==> config.mk <==
export PLATFORM = sky130hd
export DESIGN_NAME = cit_core_timing
export DESIGN_NICKNAME = d
export VERILOG_FILES = /design/src/pkg/cit_pkg.sv /design/src/verilog/cit_core_timing.sv /design/src/verilog/cit_cycle_timer.sv
export VERILOG_INCLUDE_DIRS = /design/src /design/src/pkg
export SDC_FILE = /design/constraint.sdc
export NUM_CORES = 1
export LEC_CHECK = 0
export BUFFER_PORTS_ARGS = -buffer_cell sky130_fd_sc_hd__buf_2
export CELL_PAD_IN_SITES_DETAIL_PLACEMENT = 1
export CELL_PAD_IN_SITES_GLOBAL_PLACEMENT = 1
export CORE_ASPECT_RATIO = 0.6
export CORE_MARGIN = 5
export CORE_UTILIZATION = 25
export CTS_CLUSTER_SIZE = 20
export DETAILED_ROUTE_END_ITERATION = 10
export GPL_TIMING_DRIVEN = 0
export PLACE_DENSITY_LB_ADDON = 0.1
export SKIP_CTS_REPAIR_TIMING = 1
export SLEW_MARGIN = 20
export SYNTH_ARGS = -nofsm -noshare
export SYNTH_HDL_FRONTEND = slang
export SYNTH_HIERARCHICAL = 1
export SYNTH_SLANG_ARGS = --single-unit
export TNS_END_PERCENT = 10
==> constraint.sdc <==
create_clock -name I_CLK -period 3.3 [get_ports I_CLK]
set_input_delay 0.825 -clock I_CLK [delete_from_list [all_inputs] [get_ports I_CLK]]
set_output_delay 0.825 -clock I_CLK [all_outputs]
set_load 0.02 [all_outputs]
==> src/pkg/cit_cfg.svh <==
`ifndef CIT_CFG_SVH
`define CIT_CFG_SVH

// Widths
`define CIT_OP_W      8
`define CIT_LEN_W     2
`define CIT_CYC_W     3

// Opcode field positions
`define CIT_RN_BIT    3
`define CIT_RI_MSB    3
`define CIT_RI_LSB    1
`define CIT_RI_COL    3'h3
`define CIT_HI_MSB    7
`define CIT_HI_LSB    4

// Encoded sizes in bytes
`define CIT_LEN_NONE  2'h0
`define CIT_LEN_1     2'h1
`define CIT_LEN_2     2'h2
`define CIT_LEN_3     2'h3

// Core clock cycles per instruction
`define CIT_CYC_NONE  3'h0
`define CIT_CYC_1     3'h1
`define CIT_CYC_2     3'h2
`define CIT_CYC_3     3'h3
`define CIT_CYC_4     3'h4

// Reset values
`define CIT_READY_RST 1'h1
`define CIT_FLAG_RST  1'h0
`define CIT_CNT_RST   3'h0

`endif

==> src/pkg/cit_pkg.sv <==
`include "cit_cfg.svh"

package cit_pkg;

  // Timing class of a decoded opcode
  typedef enum logic [3:0] {
    CIT_CLS_NONE,
    CIT_CLS_REG,
    CIT_CLS_ACC,
    CIT_CLS_IND,
    CIT_CLS_ADJ,
    CIT_CLS_DIR,
    CIT_CLS_IMM,
    CIT_CLS_BIT,
    CIT_CLS_STACK,
    CIT_CLS_DIR_IMM,
    CIT_CLS_DIR_DIR,
    CIT_CLS_DATA_POINTER_REGISTER_IMM,
    CIT_CLS_DATA_POINTER_REGISTER_INC,
    CIT_CLS_CODE,
    CIT_CLS_XMEM
  } cit_class_type;

  // Cycle timer state
  typedef struct packed {
    logic                  busy;
    logic                  done;
    logic                  ready;
    logic [`CIT_CYC_W-1:0] remaining;
  } cit_timer_type;

  // Decoder state
  typedef struct packed {
    logic [`CIT_LEN_W-1:0] len;
    logic [`CIT_CYC_W-1:0] cycles;
    cit_class_type         cls;
    logic                  unsupported;
  } cit_dec_type;

endpackage

==> src/verilog/cit_core_timing.sv <==
`timescale 1ns/1ps
`include "cit_cfg.svh"

module cit_core_timing (
  // Clock and reset
  input  wire logic                  I_CLK,
  input  wire logic                  I_RST_N,
  // Opcode from the fetch stage
  input  wire logic [`CIT_OP_W-1:0]  I_OPCODE,
  input  wire logic                  I_OPCODE_VALID,
  // Handshake and progress
  output logic                       O_READY,
  output logic                       O_BUSY,
  output logic                       O_DONE,
  output logic                       O_UNSUPPORTED,
  // Decoded size and timing
  output logic [`CIT_LEN_W-1:0]      O_LEN,
  output logic [`CIT_CYC_W-1:0]      O_CYCLES,
  output cit_pkg::cit_class_type     O_CLASS
);
  import cit_pkg::*;

  // Map an opcode to its timing class
  function automatic cit_class_type decode_op(input logic [`CIT_OP_W-1:0] op);
    cit_class_type c;
    c = CIT_CLS_NONE;
    if (op[`CIT_RN_BIT]) begin
      // Working register column
      unique case (op[`CIT_HI_MSB:`CIT_HI_LSB])
        4'h0: c = CIT_CLS_REG;                      // Increment register
        4'h1: c = CIT_CLS_REG;                      // Decrement register
        4'h2: c = CIT_CLS_REG;                      // Add register
        4'h3: c = CIT_CLS_REG;
        4'h4: c = CIT_CLS_REG;                      // OR register
        4'h5: c = CIT_CLS_REG;                      // AND register
        4'h6: c = CIT_CLS_REG;                      // Exclusive-OR register
        4'h7: c = CIT_CLS_IMM;                      // Immediate to register
        4'h8: c = CIT_CLS_DIR;                      // Register to direct
        4'h9: c = CIT_CLS_REG;
        4'hA: c = CIT_CLS_DIR;                      // Direct to register
        4'hB: c = CIT_CLS_NONE;                     // Compare-and-branch, timed elsewhere
        4'hC: c = CIT_CLS_REG;                      // Exchange with register
        4'hD: c = CIT_CLS_NONE;                     // Loop branch, timed elsewhere
        4'hE: c = CIT_CLS_REG;                      // Register to accumulator
        4'hF: c = CIT_CLS_REG;                      // Accumulator to register
      endcase
    end else if (op[`CIT_RI_MSB:`CIT_RI_LSB] == `CIT_RI_COL) begin
      // Register-held indirect pointer column
      unique case (op[`CIT_HI_MSB:`CIT_HI_LSB])
        4'h0: c = CIT_CLS_IND;
        4'h1: c = CIT_CLS_IND;
        4'h2: c = CIT_CLS_IND;
        4'h3: c = CIT_CLS_IND;
        4'h4: c = CIT_CLS_IND;                      // OR indirect
        4'h5: c = CIT_CLS_IND;                      // AND indirect
        4'h6: c = CIT_CLS_IND;                      // One byte by encoding, printed size not used
        4'h7: c = CIT_CLS_IMM;
        4'h8: c = CIT_CLS_DIR;                      // Indirect to direct
        4'h9: c = CIT_CLS_IND;
        4'hA: c = CIT_CLS_DIR;                      // Direct to indirect
        4'hB: c = CIT_CLS_NONE;                     // Compare-and-branch, timed elsewhere
        4'hC: c = CIT_CLS_IND;                      // Exchange with indirect byte
        4'hD: c = CIT_CLS_IND;
        4'hE: c = CIT_CLS_IND;                      // Indirect to accumulator
        4'hF: c = CIT_CLS_IND;
      endcase
    end else begin
      // Remaining columns 0 to 5 hold the mixed forms
      case (op)
        8'h00: c = CIT_CLS_NONE;                    // No-op row not covered here
        8'h03: c = CIT_CLS_ACC;
        8'h04: c = CIT_CLS_ACC;                     // Increment accumulator
        8'h13: c = CIT_CLS_ACC;
        8'h14: c = CIT_CLS_ACC;                     // Decrement accumulator
        8'h15: c = CIT_CLS_DIR;                     // Decrement direct byte
        8'h23: c = CIT_CLS_ACC;
        8'h24: c = CIT_CLS_IMM;
        8'h25: c = CIT_CLS_DIR;
        8'h33: c = CIT_CLS_ACC;
        8'h34: c = CIT_CLS_IMM;
        8'h35: c = CIT_CLS_DIR;
        8'h42: c = CIT_CLS_DIR;
        8'h43: c = CIT_CLS_DIR_IMM;
        8'h44: c = CIT_CLS_IMM;                     // OR immediate
        8'h45: c = CIT_CLS_DIR;                     // OR direct
        8'h52: c = CIT_CLS_DIR;
        8'h53: c = CIT_CLS_DIR_IMM;
        8'h54: c = CIT_CLS_IMM;                     // AND immediate
        8'h55: c = CIT_CLS_DIR;                     // AND direct
        8'h62: c = CIT_CLS_DIR;
        8'h63: c = CIT_CLS_DIR_IMM;
        8'h64: c = CIT_CLS_IMM;                     // Exclusive-OR immediate
        8'h65: c = CIT_CLS_DIR;                     // Exclusive-OR direct
        8'h72: c = CIT_CLS_BIT;
        8'h74: c = CIT_CLS_IMM;                     // Immediate to accumulator
        8'h75: c = CIT_CLS_DIR_IMM;                 // Immediate to direct
        8'h82: c = CIT_CLS_BIT;
        8'h83: c = CIT_CLS_CODE;
        8'h85: c = CIT_CLS_DIR_DIR;
        8'h90: c = CIT_CLS_DATA_POINTER_REGISTER_IMM;
        8'h92: c = CIT_CLS_BIT;
        8'h93: c = CIT_CLS_CODE;
        8'h94: c = CIT_CLS_IMM;
        8'h95: c = CIT_CLS_DIR;
        8'hA0: c = CIT_CLS_BIT;
        8'hA2: c = CIT_CLS_BIT;                     // Direct bit to carry
        8'hA3: c = CIT_CLS_DATA_POINTER_REGISTER_INC;                // Pointer increment
        8'hB0: c = CIT_CLS_BIT;
        8'hB2: c = CIT_CLS_BIT;                     // Complement direct bit
        8'hB3: c = CIT_CLS_ACC;                     // Complement carry
        8'hC0: c = CIT_CLS_STACK;
        8'hC3: c = CIT_CLS_ACC;                     // Clear carry
        8'hC4: c = CIT_CLS_ACC;
        8'hC5: c = CIT_CLS_DIR;                     // Exchange with direct byte
        8'hD0: c = CIT_CLS_STACK;
        8'hD3: c = CIT_CLS_ACC;                     // Set carry
        8'hD4: c = CIT_CLS_ADJ;                     // Decimal adjust
        8'hE0: c = CIT_CLS_XMEM;
        8'hE2: c = CIT_CLS_XMEM;
        8'hE3: c = CIT_CLS_XMEM;
        8'hE4: c = CIT_CLS_ACC;
        8'hE5: c = CIT_CLS_DIR;                     // Direct to accumulator
        8'hF0: c = CIT_CLS_XMEM;
        8'hF2: c = CIT_CLS_XMEM;
        8'hF3: c = CIT_CLS_XMEM;
        8'hF4: c = CIT_CLS_ACC;
        8'hF5: c = CIT_CLS_DIR;                     // Accumulator to direct
        // Branches, calls, multiply, divide and unclear rows stay out
        default: c = CIT_CLS_NONE;
      endcase
    end
    return c;
  endfunction

  // Encoded size of each class
  function automatic logic [`CIT_LEN_W-1:0] class_len(input cit_class_type c);
    logic [`CIT_LEN_W-1:0] n;
    n = `CIT_LEN_NONE;
    unique case (c)
      CIT_CLS_NONE:     n = `CIT_LEN_NONE;
      CIT_CLS_REG:      n = `CIT_LEN_1;
      CIT_CLS_ACC:      n = `CIT_LEN_1;
      CIT_CLS_IND:      n = `CIT_LEN_1;
      CIT_CLS_ADJ:      n = `CIT_LEN_1;
      CIT_CLS_DIR:      n = `CIT_LEN_2;
      CIT_CLS_IMM:      n = `CIT_LEN_2;
      CIT_CLS_BIT:      n = `CIT_LEN_2;
      CIT_CLS_STACK:    n = `CIT_LEN_2;
      CIT_CLS_DIR_IMM:  n = `CIT_LEN_3;
      CIT_CLS_DIR_DIR:  n = `CIT_LEN_3;
      CIT_CLS_DATA_POINTER_REGISTER_IMM: n = `CIT_LEN_3;
      CIT_CLS_DATA_POINTER_REGISTER_INC: n = `CIT_LEN_1;
      CIT_CLS_CODE:     n = `CIT_LEN_1;
      CIT_CLS_XMEM:     n = `CIT_LEN_1;
    endcase
    return n;
  endfunction

  // Core clock cycles of each class
  function automatic logic [`CIT_CYC_W-1:0] class_cycles(input cit_class_type c);
    logic [`CIT_CYC_W-1:0] n;
    n = `CIT_CYC_NONE;
    unique case (c)
      CIT_CLS_NONE:     n = `CIT_CYC_NONE;
      CIT_CLS_REG:      n = `CIT_CYC_1;
      CIT_CLS_ACC:      n = `CIT_CYC_1;
      CIT_CLS_IND:      n = `CIT_CYC_2;
      CIT_CLS_ADJ:      n = `CIT_CYC_2;
      CIT_CLS_DIR:      n = `CIT_CYC_2;
      CIT_CLS_IMM:      n = `CIT_CYC_2;
      CIT_CLS_BIT:      n = `CIT_CYC_2;
      CIT_CLS_STACK:    n = `CIT_CYC_2;
      CIT_CLS_DIR_IMM:  n = `CIT_CYC_3;
      CIT_CLS_DIR_DIR:  n = `CIT_CYC_3;
      CIT_CLS_DATA_POINTER_REGISTER_IMM: n = `CIT_CYC_3;
      CIT_CLS_DATA_POINTER_REGISTER_INC: n = `CIT_CYC_3;
      CIT_CLS_CODE:     n = `CIT_CYC_4;
      CIT_CLS_XMEM:     n = `CIT_CYC_4;
    endcase
    return n;
  endfunction

  cit_dec_type           st_q;
  cit_dec_type           st_d;
  cit_class_type         op_cls;
  logic                  accept;
  logic                  load;
  logic                  tmr_busy;
  logic                  tmr_done;
  logic                  tmr_ready;

  // Opcode is taken only while the timer says the core can start
  assign op_cls = decode_op(I_OPCODE);
  assign accept = I_OPCODE_VALID && tmr_ready;
  assign load   = accept && (op_cls != CIT_CLS_NONE);

  // Hold the result of the last accepted opcode; unsupported ones pulse a flag
  always_comb begin
    st_d             = st_q;
    st_d.unsupported = 1'h0;
    if (accept) begin
      st_d.cls         = op_cls;
      st_d.len         = class_len(op_cls);
      st_d.cycles      = class_cycles(op_cls);
      st_d.unsupported = (op_cls == CIT_CLS_NONE);
    end
  end

  // State register
  always_ff @(posedge I_CLK) begin
    if (!I_RST_N) begin
      st_q.len         <= `CIT_LEN_NONE;
      st_q.cycles      <= `CIT_CYC_NONE;
      st_q.cls         <= CIT_CLS_NONE;
      st_q.unsupported <= `CIT_FLAG_RST;
    end else begin
      st_q <= st_d;
    end
  end

  // Cycle sequencing; its outputs are flip-flops inside the timer
  cit_cycle_timer u_timer (
    .i_clk    (I_CLK),
    .i_rst_n  (I_RST_N),
    .i_load   (load),
    .i_cycles (class_cycles(op_cls)),
    .o_busy   (tmr_busy),
    .o_done   (tmr_done),
    .o_ready  (tmr_ready)
  );

  // Outputs
  assign O_READY       = tmr_ready;
  assign O_BUSY        = tmr_busy;
  assign O_DONE        = tmr_done;
  assign O_UNSUPPORTED = st_q.unsupported;
  assign O_LEN         = st_q.len;
  assign O_CYCLES      = st_q.cycles;
  assign O_CLASS       = st_q.cls;

endmodule

==> src/verilog/cit_cycle_timer.sv <==
`timescale 1ns/1ps
`include "cit_cfg.svh"

module cit_cycle_timer (
  // Clock and reset
  input  wire logic                  i_clk,
  input  wire logic                  i_rst_n,
  // Load of a new instruction
  input  wire logic                  i_load,
  input  wire logic [`CIT_CYC_W-1:0] i_cycles,
  // Timing state
  output logic                       o_busy,
  output logic                       o_done,
  output logic                       o_ready
);
  import cit_pkg::*;

  cit_timer_type st_q;
  cit_timer_type st_d;

  // Count down the cycles of the running instruction
  always_comb begin
    st_d = st_q;
    if (i_load) begin
      // Ready again in the last cycle so instructions can run back to back
      st_d.busy      = 1'h1;
      st_d.remaining = i_cycles - `CIT_CYC_1;
      st_d.done      = (i_cycles == `CIT_CYC_1);
      st_d.ready     = (i_cycles == `CIT_CYC_1);
    end else if (st_q.busy) begin
      if (st_q.done) begin
        st_d.busy  = 1'h0;
        st_d.done  = 1'h0;
        st_d.ready = 1'h1;
      end else begin
        st_d.remaining = st_q.remaining - `CIT_CYC_1;
        st_d.done      = (st_q.remaining == `CIT_CYC_1);
        st_d.ready     = (st_q.remaining == `CIT_CYC_1);
      end
    end
  end

  // State register
  always_ff @(posedge i_clk) begin
    if (!i_rst_n) begin
      st_q.busy      <= `CIT_FLAG_RST;
      st_q.done      <= `CIT_FLAG_RST;
      st_q.ready     <= `CIT_READY_RST;
      st_q.remaining <= `CIT_CNT_RST;
    end else begin
      st_q <= st_d;
    end
  end

  assign o_busy  = st_q.busy;
  assign o_done  = st_q.done;
  assign o_ready = st_q.ready;

endmodule

# Word-level counts from Yosys, hierarchy flattened
# Memory sizes are Yosys's and may differ from the RTL's.
# Index checks and enable logic that the tools add are counted.
dict set report word_totals {
  in_bits 11
  memories 3
  word_cells 54
  mem_bits_ro 1120
  register_bits 16
}
dict set report op_classes {
  n_mux 9
  n_eq_ne 18
  reduce_logical 14
  addsub 2
}
# memory depth word_bits rd rd_clocked_by_memory_dff wr line_no
set memory_table {}
lappend memory_table {{(no name shown)} 256 4 1 0 0 cit_core_timing.sv:69} ;# case (op)
lappend memory_table {{(no name shown)} 16 3 1 0 0 cit_core_timing.sv:29} ;# unique case (op[`CIT_HI_MSB:`CIT_HI_LSB])
lappend memory_table {{(no name shown)} 16 3 1 0 0 cit_core_timing.sv:49} ;# unique case (op[`CIT_HI_MSB:`CIT_HI_LSB])
# operator n
set op_table {}
lappend op_table {{4-bit == test, second input constant} 7}
lappend op_table {{4-bit by 3-bit == test with 1-bit output, second input constant} 4}
lappend op_table {{3-bit one-hot mux with 5 select lines} 1}
lappend op_table {{6-bit two-way mux} 2}
lappend op_table {{4-bit by 2-bit == test with 1-bit output, second input constant} 2}
lappend op_table {{4-bit two-way mux} 2}
lappend op_table {{2-bit one-hot mux with 4 select lines} 1}
lappend op_table {{4-bit OR reduction} 2}
lappend op_table {{7-bit OR reduction} 1}
lappend op_table {{3-bit by 1-bit == test with 1-bit output, second input constant} 2}
lappend op_table {{6-bit OR reduction} 1}
lappend op_table {{3-bit by 1-bit subtractor with 3-bit output, second input constant} 2}
lappend op_table {{4-bit by 1-bit == test with 1-bit output, second input constant} 1}
lappend op_table {{4-bit logical NOT} 1}
lappend op_table {{2-bit AND reduction} 2}
lappend op_table {{4-bit nonzero test} 1}
lappend op_table {{2-bit OR reduction} 2}
lappend op_table {{3-bit by 2-bit == test with 1-bit output, second input constant} 1}
lappend op_table {{3-bit two-way mux} 1}
lappend op_table {{3-bit OR reduction} 1}
lappend op_table {{1-bit logical AND} 2}
lappend op_table {{2-bit two-way mux} 1}
lappend op_table {{2-bit != test, second input constant} 1}
lappend op_table {{2-bit nonzero test} 1}
lappend op_table {{1-bit two-way mux} 1}

# Logic depth before layout (Yosys ltp)
dict set report depth {
  depth_word 8
  ltp_mapped 15
  ltp_nobuf 15
}

# Hierarchy
# Netlist, hierarchy kept.
# module area_per_inst_um2 instances cells_per_inst seq_area_each_um2
set modules_own_cells {}
lappend modules_own_cells {cit_core_timing 1297.5 1 156 200.2}
lappend modules_own_cells {cit_cycle_timer 356.6 1 40 120.1}

# Worst setup path after synthesis
# Ideal clock, no wire load.
dict set report synth_timing {
  path_kind {input -> register}
  from {input port I_OPCODE[1]}
  to {register u_timer/st_q[1] in the netlist's numbering}
  t_arrival_ps 3145
  t_required_ps 3180
  n_path_buf 0
  slack_ps 35
  cell_stages 14
  setup_time_ps 120
  path_cell_list {inv_1 -> ha_1 -> inv_1 -> ha_1 -> nand3_1 -> o311ai_0 -> a22o_2 -> a22oi_4 -> inv_2 -> a32oi_2 -> inv_1 -> ha_1 -> nor2b_1 -> o31a_1}
}
dict set report synth_between {
  elab_chain_cells 8
  word_cells_on_any_way 31
  cone_classes {add/sub (1); eq/ne (16); mux (4); reduce/logical (9); memory (1)}
}
# element line_no
set synth_rtl {}
lappend synth_rtl {{start: declaration} cit_core_timing.sv:9} ;# input wire logic [`CIT_OP_W-1:0] I_OPCODE,
lappend synth_rtl {{memory read 256 x 4 bit or 3-bit by 2-bit == test with 1-bit output (tied branches)} -}
lappend synth_rtl {{4-bit two-way mux *} cit_core_timing.sv:47} ;# end else if (op[`CIT_RI_MSB:`CIT_RI_LSB] == `CIT_RI_COL) begin
lappend synth_rtl {{4-bit two-way mux *} cit_core_timing.sv:27} ;# if (op[`CIT_RN_BIT]) begin
lappend synth_rtl {{4-bit == test, or another cell as far along} cit_core_timing.sv:163} ;# unique case (c)
lappend synth_rtl {{6-bit OR reduction (no line), or another cell as far along} -}
lappend synth_rtl {{3-bit one-hot mux with 5 select lines} cit_core_timing.sv:163}
lappend synth_rtl {{3-bit by 1-bit subtractor with 3-bit output (no line)} -}
lappend synth_rtl {{6-bit two-way mux} cit_cycle_timer.sv:24} ;# if (i_load) begin
lappend synth_rtl {{end signal: assignment} cit_cycle_timer.sv:51} ;# st_q <= st_d;
lappend synth_rtl {{end: declaration} cit_cycle_timer.sv:18} ;# cit_timer_type st_q;
# Every way passes the cells marked *; elsewhere a longest branch is shown, timed or not.
# A chain may end at the register's enable or synchronous reset.

# Worst setup path after layout
dict set report layout_timing {
  from {input port I_OPCODE[2]}
  to {register u_timer/st_q[1] in the netlist's numbering}
}
# Same word-level chain as after synthesis.

==> flow_summary.toml <==
[final_layout]
fill_cells = 782
syn2layout_area_growth_pct = 32.0
seq_area_um2 = 320
final_cell_mix = "21 x buf_2, 16 x dfxtp_1, 16 x nand2_1"
antenna_cells = 0
final_net_count = 264
final_cells = 323
finalInstanceArea_mm2 = 0.00218
final_common_cell = "buf_2"
drive_gt1_share_pct = 39.4
multi_input_area_mm2 = 0.00128

[place]
place.gp.congestion = 0.814
io_buffers = 22
dpl_worst_slack_ns = -0.594
postPlaceCellArea_mm2 = 0.00187
placedCellCount = 305
dp_hpwl_um = 3950

[clocking]
path_clk_slew_ns = 0.07
clk-insertion-delay-late_ns = 0.25
cts_root_buf = "clkbuf_8"
cts_inserted_buffers = 3
htree_levels = 1
clkSinkCount = 16
tritoncts = "built"
clockBufferDepth = 2

[global_route]
grt_max_degree = 11
antenna_found_initial = 0
grtUsageTotal_pct = 12.3
grt-ovfl-total = 0
grt_first_pass_wirelength_um = 8260
grt_pass1_vias = 1578

[worst_hold_path]
hold_path_depth = 2
hold_path.class = "reg -> reg"

[critical_path]
cp_cell_sequence = "buf_6 -> buf_8 -> clkinvlp_4 -> ha_2 -> a221oi_2 -> a211oi_2 -> o31a_2 -> a211oi_2 -> a31o_1 -> inv_1 -> ha_1 -> nor2b_1 -> o31a_1"
reg2reg_depth = 5
start_kind = "input port"
arrival_ns = 3.36
worst_setup_path_end_kind = "flip-flop"
setup.worst_path.class = "in -> reg"
crit_required_ns = 3.44
critPathMaxStageDelay_ns = 0.40
worst_path_max_delay_cell = "o31a_2"
path_max_fanout = 7
cp_common_cell = "a211oi_2"

[detailed_routing]
routed_wl_um = 5270
drt_iter0_markers = 69
vias_per_cell = 4.95
wire_per_inst_um = 16.3
post-route-drc-count = 0
first_pass_iters = 4
ant_nets = 0
vias = 1599

[synthesis]
yosysUniqueCellTypes = 64
netlist_area_mm2 = 0.00165
synth_flop_cell = "dfxtp_1"
synth_edf_count = 0
avgSynthCellArea_um2 = 8.44
ys_warn_count = 6
syn-num-nets = 223
synth-async-reset-ratio_pct = 0
yosysSeqAreaShare_pct = 19.4
syn_inst = 196
ys_ff_latch = 16

[timing]
fin_skew_ns = 0.00349
hold_viol = 0
setup_ws_ns = 0.0805
hold-worst-slack_ns = 0.472
tns_ns = 0
min_period_over_period_pct = 97.6
finalSetupViolCount = 0
fmax_mhz = 311
slew_viol_final = 0
tightest_slew_ns = 0.353
fin_crit_ns = 3.22
slew_headroom_pct = 76.1

[die]
start_util_pct = 25.2
dieWidth_um = 115
die-area_mm2 = 0.00840
boundaryPins = 24
rows = 23
die_h_um = 73.0
coreArea_mm2 = 0.00656

[power]
ir_drop_uv = 133
p_leak_nw = 0.952
pwr_density_cell_mw_per_mm2 = 345

[run]
cap_violations = 0

[outcome]
status = "completed"
state kept, by name, summed over array words and instances (netlist names):
name             count
u_timer/o_busy       1
u_timer/st_q         3
O_CYCLES             3
u_timer/o_ready      1
O_LEN                2
O_CLASS              4
u_timer/o_done       1
O_UNSUPPORTED        1
critical path, delay by kind of cell:
family | cells | cell delay, ns
AND/OR/NAND/NOR | 1 | 0.05
AO/OA/AOI/OAI | 6 | 1.55
adder cells (fa/ha/maj) | 2 | 0.49
buffers and inverters | 4 | 0.43
cell families (layout without fill, tap and decap cells):
family	after synthesis	count (layout)	share of synthesized area, %
AO/OA/AOI/OAI	68	68	33.1
AND/OR/NAND/NOR	68	68	23.2
buffers and inverters	25	65	10.6
adder cells (fa/ha/maj)	16	16	12.1
flip-flops	16	16	19.4
XOR/XNOR	3	3	1.59
worst paths after layout:
check                           slack (ns)         endpoint       startpoint
worst min register to register        0.47       O_CLASS[3]       O_CLASS[3]
worst max-delay path                  0.08  u_timer/st_q[1]      I_OPCODE[2]
worst min-delay path                  0.47       O_CLASS[3]       O_CLASS[3]
worst max register to register        1.88  u_timer/st_q[1]  u_timer/o_ready
per-stage QoR:
stage               utilization, %  power, mW
detailed placement            28.5      0.533
floorplan                        -      0.449
global route                  33.3      0.810
finish                        33.3      0.752
CTS                           29.4      0.716
global placement              28.5      0.537
cell type report:
type / count / area share, %
flip-flops and latches: 16 / 14.7
clock buffers: 4 / 2.52
multi-input cells: 155 / 58.9
repair buffers: 36 / 10.6
plain buffers: 11 / 5.67
inverters: 14 / 2.69
well taps: 87 / 4.99
synthesized netlist by cell type (4+ instances only):
| master | instances | area share, % |
|---|---|---|
| a21oi_1 | 9 | 2.7 |
| and3_1 | 4 | 1.5 |
| dfxtp_1 | 16 | 19 |
| o21ai_0 | 11 | 3.3 |
| o211a_1 | 4 | 2.4 |
| nand2b_1 | 8 | 3.0 |
| nor2_1 | 8 | 1.8 |
| clkbuf_8 | 4 | 3.3 |
| nand2_1 | 17 | 3.9 |
| inv_1 | 13 | 3.0 |
| ha_1 | 16 | 12 |
routing by layer:
metal	GRT usage, %	vias up	wire length, um
li1	-	800	-
met1	20.7	768	3060
met2	15.3	29	2010
met3	2.65	2	173
met4	2.21	0	25
met5	0	-	0
where the power goes:
group / switching [mW] / internal [mW] / total (mW)
combinational: 0.189 / 0.155 / 0.344
clock: 0.0694 / 0.106 / 0.175
sequential: 0.0151 / 0.218 / 0.233
total: 0.273 / 0.479 / 0.752
Power figures use the tool's default switching activity.
